<file path="config.mk">
export PLATFORM = sky130hd
export DESIGN_NAME = system_clock_and_power_modes
export DESIGN_NICKNAME = d
export VERILOG_FILES = /design/src/verilog/clock_modes_pkg.sv /design/src/verilog/pin_sync.sv /design/src/verilog/clock_prescaler.sv /design/src/verilog/system_clock_and_power_modes.sv
export VERILOG_INCLUDE_DIRS = /design/src /design/src/verilog
export SDC_FILE = /design/constraint.sdc
export NUM_CORES = 1
export LEC_CHECK = 0
export ABC_AREA = 1
export ABC_CLOCK_PERIOD_IN_PS = 2100
export BUFFER_PORTS_ARGS = -buffer_cell sky130_fd_sc_hd__buf_2
export CAP_MARGIN = 20
export CORE_AREA = 2 2 109 111
export CTS_BUF_LIST = sky130_fd_sc_hd__clkbuf_16
export DETAILED_ROUTE_END_ITERATION = 16
export DIE_AREA = 0 0 111 113
export SLEW_MARGIN = 30
export SYNTH_ARGS = -nofsm -noshare
export SYNTH_HDL_FRONTEND = slang
export SYNTH_SLANG_ARGS = --single-unit
</file>
<file path="constraint.sdc">
create_clock -name clock -period 2.1 [get_ports clock]
set_input_delay 0.315 -clock clock [delete_from_list [all_inputs] [get_ports clock]]
set_output_delay 0.315 -clock clock [all_outputs]
set_load 0.02 [all_outputs]
</file>
<file path="src/verilog/clock_modes_defines.svh">
// register offsets, field positions, reset values and divider codes
`ifndef CLOCK_MODES_DEFINES_SVH
`define CLOCK_MODES_DEFINES_SVH

// register offsets on the special function register port
`define ADDR_POWER_MODE_CONTROL   8'h87
`define ADDR_SYSTEM_CLOCK_CONTROL 8'hD8
`define ADDR_TRIM_WATCHDOG_CONFIG 8'hF7

// power_mode_control field positions
`define PMC_IDLE_BIT      0
`define PMC_STOP_BIT      1
`define PMC_GENERAL0_BIT  2
`define PMC_GENERAL1_BIT  3
`define PMC_BAUD_BIT      7

// system_clock_control field positions
`define SCC_DIV_LSB       0
`define SCC_SOURCE_BIT    2
`define SCC_FAST_STOP_BIT 3
`define SCC_PERIPH_BIT    4
`define SCC_FAST_TYPE_BIT 6
`define SCC_SLOW_TYPE_BIT 7

// clock_trim_watchdog_config field positions
`define CFG_TRIM_LSB      0
`define CFG_WDT_LSB       6

// reset values
`define PMC_RESET         8'h00
`define SCC_RESET         8'h03
`define CFG_RESET         8'h00

// prescaler codes and their ratios
`define DIV_CODE_16       2'h0
`define DIV_CODE_4        2'h1
`define DIV_CODE_2        2'h2
`define DIV_CODE_1        2'h3
`define DIV_LIMIT_16      4'hF
`define DIV_LIMIT_4       4'h3
`define DIV_LIMIT_2       4'h1
`define DIV_LIMIT_1       4'h0

// watchdog reset codes
`define WDT_FAST_SLOW     2'h2
`define WDT_ALWAYS        2'h3

`endif

</file>
<file path="src/verilog/clock_modes_pkg.sv">
// types shared by the clock and power mode block
package clock_modes_pkg;

  // operating state, gray coded along run to idle to stop
  typedef enum logic [1:0]
  {
    MODE_RUN  = 2'b00,
    MODE_IDLE = 2'b01,
    MODE_STOP = 2'b11
  } power_state_t;

  // one access from the processor on the register port
  typedef struct packed
  {
    logic [7:0] addr;
    logic [7:0] wdata;
    logic       wr;
    logic       rd;
  } sfr_req_t;

  // oscillator and pad controls
  typedef struct packed
  {
    logic fastRcOn;
    logic fastXtalOn;
    logic slowXtalOn;
    logic xtalPinsOn;
    logic highGain;
  } osc_ctrl_t;

  // clock enables handed to the rest of the chip
  typedef struct packed
  {
    logic cpu;
    logic periph;
    logic timer3;
    logic watchdog;
  } clock_gate_t;

endpackage : clock_modes_pkg

</file>
<file path="src/verilog/pin_sync.sv">
// three stage synchroniser with agreement filter for pin inputs
`timescale 1ns/10ps
module pin_sync #(
  parameter int WIDTH = 1
) (
  input  wire logic             clock,
  input  wire logic             rst_n,
  input  wire logic             clkEn,
  input  wire logic [WIDTH-1:0] rawIn,
  output logic      [WIDTH-1:0] syncOut
);
  logic [WIDTH-1:0] stage1_reg;   // first stage, read only by stage2
  logic [WIDTH-1:0] stage2_reg;   // second stage
  logic [WIDTH-1:0] stage3_reg;   // third stage
  logic [WIDTH-1:0] agreed_reg;   // filtered level

  genvar i;
  generate
    for (i = 0; i < WIDTH; i++)
    begin : g_bit
      // a change counts only once stage2 and stage3 agree
      always_ff @(posedge clock or negedge rst_n)
      begin
        if (!rst_n)
        begin
          stage1_reg[i] <= 1'b1;
          stage2_reg[i] <= 1'b1;
          stage3_reg[i] <= 1'b1;
          agreed_reg[i] <= 1'b1;
        end
        else if (clkEn)
        begin
          stage1_reg[i] <= rawIn[i];
          stage2_reg[i] <= stage1_reg[i];
          stage3_reg[i] <= stage2_reg[i];
          if (stage2_reg[i] == stage3_reg[i])
            agreed_reg[i] <= stage3_reg[i];
        end
      end
    end
  endgenerate

  assign syncOut = agreed_reg;
endmodule : pin_sync

</file>
<file path="src/verilog/clock_prescaler.sv">
// prescaler that changes ratio only at a whole output period
`timescale 1ns/10ps
`include "clock_modes_defines.svh"
module clock_prescaler (
  input  wire logic       clock,
  input  wire logic       rst_n,
  input  wire logic       clkEn,
  input  wire logic       srcTick,
  input  wire logic [1:0] ratioCode,
  output logic            sysTick
);
  logic [3:0] count_reg;   // source ticks seen in this period
  logic [3:0] limit_reg;   // ratio in force for this period
  logic [3:0] limitNext;   // ratio decoded from the request
  logic       wrap;        // last source tick of the period

  // code to terminal count
  assign limitNext = (ratioCode == `DIV_CODE_16) ? `DIV_LIMIT_16 :
                     (ratioCode == `DIV_CODE_4)  ? `DIV_LIMIT_4  :
                     (ratioCode == `DIV_CODE_2)  ? `DIV_LIMIT_2  : `DIV_LIMIT_1;
  assign wrap    = srcTick && (count_reg == limit_reg);
  assign sysTick = wrap;

  // a new ratio is taken only at wrap so no period is cut short
  always_ff @(posedge clock or negedge rst_n)
  begin
    if (!rst_n)
    begin
      count_reg <= 4'h0;
      limit_reg <= `DIV_LIMIT_1;
    end
    else if (clkEn && srcTick)
    begin
      if (wrap)
      begin
        count_reg <= 4'h0;
        limit_reg <= limitNext;
      end
      else
        count_reg <= count_reg + 4'h1;
    end
  end
endmodule : clock_prescaler

</file>
<file path="src/verilog/system_clock_and_power_modes.sv">
// clock source selection, prescaler and idle/stop mode control
`timescale 1ns/10ps
`include "clock_modes_defines.svh"

// What this block does
// - fast clock is fast crystal or RC halved
// - slow clock is slow crystal or slow RC
// - reset leaves slow mode on slow RC
// - prescaler divides by 16, 4, 2, 1
// - illegal clock control writes leave bits unchanged
// - slow type writable only in fast mode
// - fast type writable only in slow mode
// - fast stop writable only in slow mode
// - source select writable only with fast running
// - idle periph stop gates most peripheral clocks
// - five bit RC trim, readable and writable
// - optional system clock halved onto a pin
// - idle halts processor, interrupt or reset wakes
// - stop halts clocks, watchdog runs if always enabled
// - only pin wake or reset leaves stop
// - stop refused while enabled wake pin low
// - trim/watchdog register loaded at power-on
// - watchdog reset control codes per mode
module system_clock_and_power_modes (
  input  wire logic                        clock,
  input  wire logic                        rst_n,
  input  wire logic                        clkEn,
  // register port from the processor
  input  wire clock_modes_pkg::sfr_req_t   sfrReq,
  output logic [7:0]                       sfrRdata,
  output logic                             sfrHit,
  // raw oscillator outputs, asynchronous to clock
  input  wire logic                        fastXtalRaw,
  input  wire logic                        fastRcRaw,
  input  wire logic                        slowXtalRaw,
  input  wire logic                        slowRcRaw,
  // external interrupt pins and their wake enables
  input  wire logic [2:0]                  extIrqPinRaw,
  input  wire logic [2:0]                  extIrqWakeEnable,
  // wake sources from the interrupt logic
  input  wire logic                        pinWakeEvent,
  input  wire logic                        enabledIrqPending,
  // power-on load of the nonvolatile configuration byte
  input  wire logic                        nvLoadStrobe,
  input  wire logic [7:0]                  nvConfigByte,
  // clock output pin configuration bit
  input  wire logic                        clockOutputConfig,
  // results
  output clock_modes_pkg::osc_ctrl_t       oscCtrl,
  output clock_modes_pkg::clock_gate_t     clockGate,
  output clock_modes_pkg::power_state_t    powerState,
  output logic [4:0]                       rcTrimValue,
  output logic                             watchdogResetEnable,
  output logic                             sysTick,
  output logic                             fastSelected,
  output logic                             clockHalfOutput,
  output logic                             clockHalfDrive_n
);
  import clock_modes_pkg::*;

  // register storage
  logic [7:0]   clkCtrl_reg;       // system_clock_control
  logic [7:0]   clkCtrlNext;       // guarded next value
  logic [7:0]   cfg_reg;           // clock_trim_watchdog_config
  logic [2:0]   pmcKeep_reg;       // general bits of power_mode_control
  power_state_t state_reg;         // run, idle or stop
  power_state_t stateNext;         // next operating state

  // synchronised pins and edge history
  logic [3:0]   oscSync;           // fast xtal, fast rc, slow xtal, slow rc
  logic [3:0]   oscPrev_reg;       // previous filtered oscillator levels
  logic [3:0]   oscRise;           // rising edge of each oscillator
  logic [2:0]   irqPinSync;        // filtered interrupt pins
  logic         rcHalf_reg;        // divide-by-two phase of fast RC

  // source selection
  logic         fastTick;          // selected fast clock edge
  logic         slowTick;          // selected slow clock edge
  logic         srcSel_reg;        // source in force, changes at period end
  logic         srcTick;           // edge of the source in force
  logic         ckoPhase_reg;      // system clock halved

  // register port decode
  logic         hitPmc;            // power_mode_control addressed
  logic         hitScc;            // system_clock_control addressed
  logic         hitCfg;            // clock_trim_watchdog_config addressed
  logic         wrPmc;             // write to power_mode_control
  logic         wrScc;             // write to system_clock_control
  logic         wrCfg;             // write to clock_trim_watchdog_config
  logic         stopBlocked;       // an enabled wake pin is low
  logic         wantIdle;          // idle requested by this write
  logic         wantStop;          // stop requested by this write
  logic [7:0]   pmcRead;           // read view of power_mode_control

  // field views of the control register
  logic         slowType;          // slow crystal when set
  logic         fastType;          // fast crystal when set
  logic         periphStop;        // idle peripheral clock stop
  logic         fastStop;          // fast oscillator stopped
  logic         sourceSel;         // fast clock requested
  logic [1:0]   dividerCode;       // prescaler code
  logic [1:0]   wdtCode;           // watchdog reset control

  // compares an address against one register offset
  function automatic logic addrIs(input logic [7:0] a, input logic [7:0] off);
    addrIs = (a == off);
  endfunction : addrIs

  // guard one bit: takes the written value only when allowed
  function automatic logic guardBit(input logic oldV, input logic newV,
                                    input logic allow);
    guardBit = allow ? newV : oldV;
  endfunction : guardBit

  // oscillator pins come from other clock domains
  pin_sync #(
    .WIDTH (4)
  ) u_osc_sync (
    .clock   (clock),
    .rst_n   (rst_n),
    .clkEn   (clkEn),
    .rawIn   ({fastXtalRaw, fastRcRaw, slowXtalRaw, slowRcRaw}),
    .syncOut (oscSync)
  );

  // interrupt pins are asynchronous as well
  pin_sync #(
    .WIDTH (3)
  ) u_irq_sync (
    .clock   (clock),
    .rst_n   (rst_n),
    .clkEn   (clkEn),
    .rawIn   (extIrqPinRaw),
    .syncOut (irqPinSync)
  );

  // field views
  assign slowType    = clkCtrl_reg[`SCC_SLOW_TYPE_BIT];
  assign fastType    = clkCtrl_reg[`SCC_FAST_TYPE_BIT];
  assign periphStop  = clkCtrl_reg[`SCC_PERIPH_BIT];
  assign fastStop    = clkCtrl_reg[`SCC_FAST_STOP_BIT];
  assign sourceSel   = clkCtrl_reg[`SCC_SOURCE_BIT];
  assign dividerCode = clkCtrl_reg[`SCC_DIV_LSB +: 2];
  assign wdtCode     = cfg_reg[`CFG_WDT_LSB +: 2];

  // edge extraction on filtered oscillator levels
  assign oscRise = oscSync & ~oscPrev_reg;

  // fast RC is halved, the crystal is used directly
  assign fastTick = fastType ? oscRise[3] : (oscRise[2] && rcHalf_reg);
  // slow crystal or slow RC
  assign slowTick = slowType ? oscRise[1] : oscRise[0];
  // nothing runs in stop
  assign srcTick  = (state_reg != MODE_STOP) &&
                    (srcSel_reg ? fastTick : slowTick);

  // prescaler after the source mux
  clock_prescaler u_prescaler (
    .clock     (clock),
    .rst_n     (rst_n),
    .clkEn     (clkEn),
    .srcTick   (srcTick),
    .ratioCode (dividerCode),
    .sysTick   (sysTick)
  );

  // edge history, RC halving phase, source in force, halved output
  always_ff @(posedge clock or negedge rst_n)
  begin
    if (!rst_n)
    begin
      oscPrev_reg  <= 4'hF;   // matches the synchroniser reset, no false edge
      rcHalf_reg   <= 1'b0;
      srcSel_reg   <= 1'b0;   // slow clock after reset
      ckoPhase_reg <= 1'b0;
    end
    else if (clkEn)
    begin
      oscPrev_reg <= oscSync;
      if (oscRise[2])
        rcHalf_reg <= ~rcHalf_reg;
      // switch at a period end, or at once while in stop
      if (sysTick || (state_reg == MODE_STOP))
        srcSel_reg <= sourceSel;
      // toggles per tick: clock over two
      if (sysTick)
        ckoPhase_reg <= ~ckoPhase_reg;
    end
  end

  // register port decode
  assign hitPmc = addrIs(sfrReq.addr, `ADDR_POWER_MODE_CONTROL);
  assign hitScc = addrIs(sfrReq.addr, `ADDR_SYSTEM_CLOCK_CONTROL);
  assign hitCfg = addrIs(sfrReq.addr, `ADDR_TRIM_WATCHDOG_CONFIG);
  assign sfrHit = (sfrReq.wr || sfrReq.rd) && (hitPmc || hitScc || hitCfg);
  assign wrPmc  = sfrReq.wr && hitPmc;
  assign wrScc  = sfrReq.wr && hitScc;
  assign wrCfg  = sfrReq.wr && hitCfg;

  // guarded bits keep old value on forbidden change
  always_comb
  begin
    clkCtrlNext = clkCtrl_reg;
    if (wrScc)
    begin
      // slow type only in fast mode
      clkCtrlNext[`SCC_SLOW_TYPE_BIT] = guardBit(slowType,
        sfrReq.wdata[`SCC_SLOW_TYPE_BIT], sourceSel);
      // fast type only in slow mode
      clkCtrlNext[`SCC_FAST_TYPE_BIT] = guardBit(fastType,
        sfrReq.wdata[`SCC_FAST_TYPE_BIT], !sourceSel);
      // fast stop only in slow mode
      clkCtrlNext[`SCC_FAST_STOP_BIT] = guardBit(fastStop,
        sfrReq.wdata[`SCC_FAST_STOP_BIT], !sourceSel);
      // source select only while the fast oscillator runs
      clkCtrlNext[`SCC_SOURCE_BIT] = guardBit(sourceSel,
        sfrReq.wdata[`SCC_SOURCE_BIT], !fastStop);
      clkCtrlNext[`SCC_PERIPH_BIT] = sfrReq.wdata[`SCC_PERIPH_BIT];
      clkCtrlNext[`SCC_DIV_LSB +: 2] = sfrReq.wdata[`SCC_DIV_LSB +: 2];
      // bit 5 stays reserved and reads zero
      clkCtrlNext[5] = 1'b0;
    end
  end

  // control register; guards judge old values
  // so one write from both clear can set both stop and source
  always_ff @(posedge clock or negedge rst_n)
  begin
    if (!rst_n)
      clkCtrl_reg <= `SCC_RESET;   // slow RC, divide by 1
    else if (clkEn)
      clkCtrl_reg <= clkCtrlNext;
  end

  // trim/watchdog; power-on load wins
  always_ff @(posedge clock or negedge rst_n)
  begin
    if (!rst_n)
      cfg_reg <= `CFG_RESET;
    else if (clkEn)
    begin
      if (nvLoadStrobe)
        cfg_reg <= nvConfigByte & 8'hDF;
      else if (wrCfg)
        cfg_reg <= sfrReq.wdata & 8'hDF;   // trim is run-time writable
    end
  end

  // general bits of the power register are plain storage
  always_ff @(posedge clock or negedge rst_n)
  begin
    if (!rst_n)
      pmcKeep_reg <= 3'h0;
    else if (clkEn && wrPmc)
      pmcKeep_reg <= {sfrReq.wdata[`PMC_BAUD_BIT],
                      sfrReq.wdata[`PMC_GENERAL1_BIT],
                      sfrReq.wdata[`PMC_GENERAL0_BIT]};
  end

  // a low pin with wake enabled vetoes stop
  assign stopBlocked = |(~irqPinSync & extIrqWakeEnable);
  assign wantIdle    = wrPmc && sfrReq.wdata[`PMC_IDLE_BIT];
  assign wantStop    = wrPmc && sfrReq.wdata[`PMC_STOP_BIT];

  // operating state transitions
  always_comb
  begin
    case (state_reg)
      MODE_RUN:
      begin
        if (wantStop && !stopBlocked)
          stateNext = MODE_STOP;
        else if (wantIdle)
          stateNext = MODE_IDLE;
        else
          stateNext = MODE_RUN;
      end
      MODE_IDLE:
      begin
        // any enabled interrupt ends idle
        stateNext = enabledIrqPending ? MODE_RUN : MODE_IDLE;
      end
      MODE_STOP:
      begin
        // only a pin wake ends stop; other interrupts are ignored
        stateNext = pinWakeEvent ? MODE_RUN : MODE_STOP;
      end
      default:
        stateNext = MODE_RUN;
    endcase
  end

  // state register; reset is the other way out of idle and stop
  always_ff @(posedge clock or negedge rst_n)
  begin
    if (!rst_n)
      state_reg <= MODE_RUN;
    else if (clkEn)
      state_reg <= stateNext;
  end

  // request bits read back the mode
  assign pmcRead = {pmcKeep_reg[2], 3'h0, pmcKeep_reg[1], pmcKeep_reg[0],
                    state_reg == MODE_STOP, state_reg == MODE_IDLE};

  // read data is registered; unmapped addresses read zero
  always_ff @(posedge clock or negedge rst_n)
  begin
    if (!rst_n)
      sfrRdata <= 8'h00;
    else if (clkEn && sfrReq.rd)
    begin
      if (hitPmc)
        sfrRdata <= pmcRead;
      else if (hitScc)
        sfrRdata <= clkCtrl_reg;
      else if (hitCfg)
        sfrRdata <= cfg_reg;
      else
        sfrRdata <= 8'h00;
    end
  end

  // oscillator controls; a stopped fast clock saves power
  assign oscCtrl.fastRcOn   = !fastStop && !fastType &&
                              (state_reg != MODE_STOP);
  assign oscCtrl.fastXtalOn = !fastStop && fastType &&
                              (state_reg != MODE_STOP);
  assign oscCtrl.slowXtalOn = slowType && (state_reg != MODE_STOP);
  // crystal pins serve either crystal type
  assign oscCtrl.xtalPinsOn = slowType || fastType;
  // high gain for the fast crystal
  assign oscCtrl.highGain   = fastType;

  // clock gating per mode
  assign clockGate.cpu      = (state_reg == MODE_RUN);
  // peripherals run in idle unless the stop bit is set
  assign clockGate.periph   = (state_reg == MODE_RUN) ||
                              ((state_reg == MODE_IDLE) && !periphStop);
  // timer3 and pin logic stay alive in idle
  assign clockGate.timer3   = (state_reg != MODE_STOP);
  // watchdog counts in stop only when always enabled
  assign clockGate.watchdog = (state_reg == MODE_RUN) ||
                              (wdtCode == `WDT_ALWAYS);

  // watchdog reset enable by code and mode
  assign watchdogResetEnable = (wdtCode == `WDT_ALWAYS) ||
                               ((wdtCode == `WDT_FAST_SLOW) &&
                                (state_reg == MODE_RUN));

  // remaining outputs
  assign powerState       = state_reg;
  assign rcTrimValue      = cfg_reg[`CFG_TRIM_LSB +: 5];
  assign fastSelected     = srcSel_reg;
  assign clockHalfOutput  = ckoPhase_reg;
  assign clockHalfDrive_n = !clockOutputConfig;
endmodule : system_clock_and_power_modes

</file>
### Word level (Yosys, flattened, before mapping)

Index checks and enable logic that the tools add are counted.

| word-level totals | value |
|---|---|
| bits of input ports | 43 |
| output and inout port bits | 30 |
| word-level logic and storage cells | 139 |
| register bits | 71 |

| cells by class | value |
|---|---|
| eq/ne operators | 18 |
| multiplexer cells | 17 |
| bitwise logic cells | 8 |
| reductions and logical operators | 53 |
| add/sub/neg operators | 1 |

Operators with widths:

| operator | count |
|---|---|
| 8-bit 2-to-1 mux | 5 |
| 2-bit AND reduction | 13 |
| 8-bit == test, second input constant | 3 |
| 1-bit logical AND | 20 |
| 4-bit 2-to-1 mux | 3 |
| 3-bit AND reduction | 3 |
| 2-bit == test, second input constant | 4 |
| 1-bit logical OR | 8 |
| 1-bit == test | 7 |
| 1-bit 2-to-1 mux | 6 |
| 2-bit case mux with 3 select lines | 1 |
| 1-bit logical NOT | 5 |
| 4-bit by 1-bit adder with 4-bit output, second input constant | 1 |
| 4-bit bitwise AND | 1 |
| 2-bit by 1-bit == test with 1-bit output, second input constant | 2 |
| 4-bit == test | 1 |
| 2-bit logical NOT | 2 |
| 2-bit 2-to-1 mux | 2 |
| 1-bit inverter | 4 |
| 4-bit inverter | 1 |
| 3-bit bitwise AND | 1 |
| 3-bit inverter | 1 |
| 3-bit OR reduction | 1 |
| 2-bit != test, second input constant | 1 |
| 2-bit nonzero test | 1 |

### Depth between registers and ports, before layout

| logic depth | value |
|---|---|
| depth after elaboration | 9 |
| mapped depth | 9 |

### Modules after synthesis

A second synthesis with hierarchy kept.

| unflattened totals | value |
|---|---|
| cell total of the unflattened synthesis | 474 |
| area, all modules | 3,626.0 um^2 |

By module, submodules not included:

| module | instances | cells an instance | area an instance (um^2) |
|---|---|---|---|
| system_clock_and_power_modes | 1 | 264 | 1,951.9 |
| pin_sync at u_osc_sync | 1 | 83 | 693.2 |
| pin_sync at u_irq_sync | 1 | 62 | 540.5 |
| clock_prescaler | 1 | 65 | 440.4 |

### Worst setup path after synthesis

OpenSTA, ideal clock, no wires.

| path | value |
|---|---|
| path kind | register to output |
| start point | register state_reg[0] (netlist: powerState[0]) |
| end point | output oscCtrl[3] in the netlist's numbering |
| data required time | 1.785 ns |
| data arrival time | 1.335 ns |
| path buffers | 0 |
| setup slack | 0.450 ns |
| stages on the path, launching flop included | 4 |
| cells stage by stage | dfrtp_1 -> nand2_1 -> inv_1 -> nor3_1 |

RTL lines:

| element | RTL line | RTL |
|---|---|---|
| from (decl) | system_clock_and_power_modes.sv:66 | `power_state_t state_reg;` |
| from (signal assigned) | system_clock_and_power_modes.sv:299 | `state_reg <= stateNext;` |
| to (decl) | system_clock_and_power_modes.sv:49 | `output clock_modes_pkg::osc_ctrl_t oscCtrl,` |

### Final worst setup path

| path | value |
|---|---|
| start point | register u_osc_sync.agreed_reg[2] (netlist: u_osc_sync.syncOut[2]) |
| end point | output sysTick |

| between the ends | value |
|---|---|
| word-level cells in the longest chain between the ends | 6 |

RTL lines:

| element | RTL line | RTL |
|---|---|---|
| from (decl) | pin_sync.sv:15 | `logic [WIDTH-1:0] agreed_reg;` |
| from (signal, indexed assignment) | pin_sync.sv:37 | `agreed_reg[i] <= stage3_reg[i];` |
| 4-bit bitwise AND | system_clock_and_power_modes.sv:147 | `assign oscRise = oscSync & ~oscPrev_reg;` |
| 1-bit logical AND | system_clock_and_power_modes.sv:150 | `assign fastTick = fastType ? oscRise[3] : (oscRise[2] && rcHalf_reg);` |
| 1-bit 2-to-1 mux | system_clock_and_power_modes.sv:150 |  |
| 1-bit 2-to-1 mux | system_clock_and_power_modes.sv:155 | `(srcSel_reg ? fastTick : slowTick);` |
| 1-bit logical AND | system_clock_and_power_modes.sv:154 | `assign srcTick = (state_reg != MODE_STOP) &&` |
| 1-bit logical AND | clock_prescaler.sv:21 | `assign wrap = srcTick && (count_reg == limit_reg);` |
| to (decl) | system_clock_and_power_modes.sv:54 | `output logic sysTick,` |

Every way passes these cells.

==> reports/summary.txt <==
Run status: finished clean
Fin cells: 631
Setup Crit Path Kind: reg2out
Clock Skews: 0.01005 ns
Largest fanout on the critical path: 4
DIE AREA: 12540 µm²
Largest family of logic cells by synthesized area: simple AND/OR/NAND/NOR gates
Initial antenna violation count: 0
Area leader, netlist: dfstp_2
Simple-Gate Fraction of Synth Area: 24.90%
Headroom to the max-slew limit: 66.05%
H-tree Lvls: 3
Setup violators final: 0
Iter 0 DRT Violations: 143
Die width: 111 µm
MaxCap Viol Count: 0
Pin count of the biggest net entering global routing: 37
Synth Register Bits: 68
Fin nets: 527
Core area: 11270 µm²
Syn Area/Cell: 8.051 µm²
Post-DP HPWL: 6.067 mm
Synth top area share: 26.93%
Biggest cell delay along the critical path: 0.54 ns
Die H: 113 µm
Post-synthesis sequential area ratio: 52.58%
GRT Total Usage: 13.45%
Fill cells: 1172
DRT antenna net count: 0
Startpoint types: register
Num CTS Buffers: 9
Least-Margin Pin Slew: 0.5086 ns
Clock slew at reported path FFs: 0.05 ns
Commonest cells after routing, fill and taps aside: nand2_1 (108), buf_2 (69), nor2_1 (46), inv_1 (46), o21ai_0 (36)
Syn nets: 456
RSZ-0062 raised after global routing: no
CTS root buf: clkbuf_16
Multiplexer area fraction after synthesis: 0.6035%
CP endpoint kind: output port
Cells after Synth: 412
Cell Chain, Critical Path: inv_1, nor2_1, nand2_1, nand3_1, nand3_2, nor2_4, buf_2
Initial Utilization: 29.43%
Minimum clock period: 1.890 ns
Ratio of cells with drive above 1 in the final layout: 28.28%
Global-route wire length before repair: 13.50 mm
Fmax: 0.5290 GHz
Row cnt: 39
Slew Viols, Final: 0
PD cells: 908.9 nW/µm²
Vias/cell: 4.512
Worst-path cell with the longest stage delay: dfstp_2
Routed length per instance: 12.74 µm
XOR/XNOR share of the synthesized area: 0.7922%
Distinct cells, synth: 31
Vias: 2847
Final hold violations: 0
Adder and majority gate portion of the synthesized area: 0.3772%
CTS tree: done
Dpl cells: 613
Number of diodes: 0
DRT Pass-1 Iters: 4
Vias in the first global route: 2773
Worst Path Arrival: 1.58 ns
Pleak: 2.020 nW
Post-Route WL: 8.036 mm
Most common cell after layout, fill and taps aside: nand2_1
Main area contributors after synthesis: dfstp_2 (27%), dfrtp_1 (26%), nand2_1 (12%), o21ai_0 (5.4%), nor2_1 (5.2%)
GRT overflow: 0
Setup TNS Final: 0 ns
Req. time, crit path: 1.78 ns
CTS max path bufs: 2
Synth warn: 0
Compound-Gate Fraction of Synth Area: 11.88%
IO buf count: 69
Number of remaining DRC errors: 0
Routability Congestion: 0.8293
Num Clock Sinks: 68
Mapped Area: 3317 µm²
Final worst-path cycle share: 90.02%
Peak VDD IR: 0.4323 mV
Type of the tightest min-delay check: in2reg
P&R area growth vs syn: 23.20%
Io pins: 73
Final Total Pwr: 3.714 mW
Worst skew pair latency: 0.33 ns
==> power breakdown <==
| group | total [mW] | switching, mW | internal (mW) |
|---|---|---|---|
| clock | 1.33 | 0.552 | 0.782 |
| sequential | 1.68 | 0.128 | 1.56 |
| combinational | 0.698 | 0.448 | 0.250 |
==> worst max-delay path: cells and delay by family (launching register included) <==
kind                   cells  cell delay [ns]
and+or+nand+nor            5             0.50
DFF                        1             0.54
buffers and inverters      2             0.22
==> Yosys cell counts, drive strengths merged <==
library cell  count
o21ai            58
clkbuf            7
nand4             1
nand3b            3
dfrtp            34
a21oi            10
nor3              6
nand2           109
inv              50
a22oi             1
nand3            26
dfstp            34
conb              1
o21bai            1
o211ai            2
xor2              3
ha                1
o22ai             2
buf              11
nor2             50
mux2i             2
==> cells by family after synthesis <==
logic type                 after synthesis
and+or+nand+nor                        195
adders and majority gates                1
buffers and inverters                   68
muxes                                    2
xor gates and xnor gates                 3
other                                    1
DFF                                     68
AOI/OAI and AO/OA                       74
==> stage by stage <==
stage | cell area [µm²] | utilization, % | setup slack [ns] | hold slack [ns]
floorplan | 3317 | - | 0.4504 | 0.01941
global route | 4086 | 36.25 | 0.05030 | 0.1944
finish | 4086 | 36.25 | 0.2096 | 0.1981
CTS | 4074 | 36.14 | 0.04904 | 0.1896
detailed placement | 3804 | 33.74 | 0.4091 | 0.3022
global placement | 3804 | 33.74 | 0.4092 | 0.2962
==> worst paths after layout <==
path	from	to	slack, ns	cells after the start
worst max-delay path	u_osc_sync.syncOut[2]	sysTick	0.21	7
worst min-delay path	extIrqPinRaw[0]	u_irq_sync.stage1_reg[0]	0.20	3
worst max register to register	u_osc_sync.syncOut[2]	u_prescaler.limit_reg[0]	0.54	10
worst min register to register	rcHalf_reg	rcHalf_reg	0.47	1
max in group asynchronous	rst_n	u_osc_sync.syncOut[0]	0.98	3
min in group asynchronous	rst_n	u_prescaler.count_reg[1]	0.48	2
==> repair_timing <==
action                                  CTS  global route
endpoints found under the setup margin    0             1
hold buffers                              1             0
hold endpoints to repair                  4             0
gates resized for setup                   0             1
setup buffers                             0             1
==> per-layer routing <==
layer | wire (µm) | vias to the layer above | GRT usage (%)
li1 | - | 1450 | -
met1 | 3661 | 1312 | 17.47
met2 | 3840 | 72 | 21.55
met3 | 412 | 13 | 3.535
met4 | 122 | 0 | 5.333
met5 | 0 | - | 0
==> area by class of cell <==
| class | count | area, µm² | share of cell area, % |
|---|---|---|---|
| clock inverters | 7 | 35.03 | 0.8573 |
| well taps | 143 | 178.9 | 4.378 |
| repair buffers | 78 | 427.9 | 10.47 |
| clock buffers | 9 | 225.2 | 5.511 |
| multi-input cells | 276 | 1287 | 31.51 |
| inverters | 50 | 187.7 | 4.593 |
| flip-flops and latches | 68 | 1744 | 42.68 |
No activity file was read; power rests on OpenSTA's default activity.
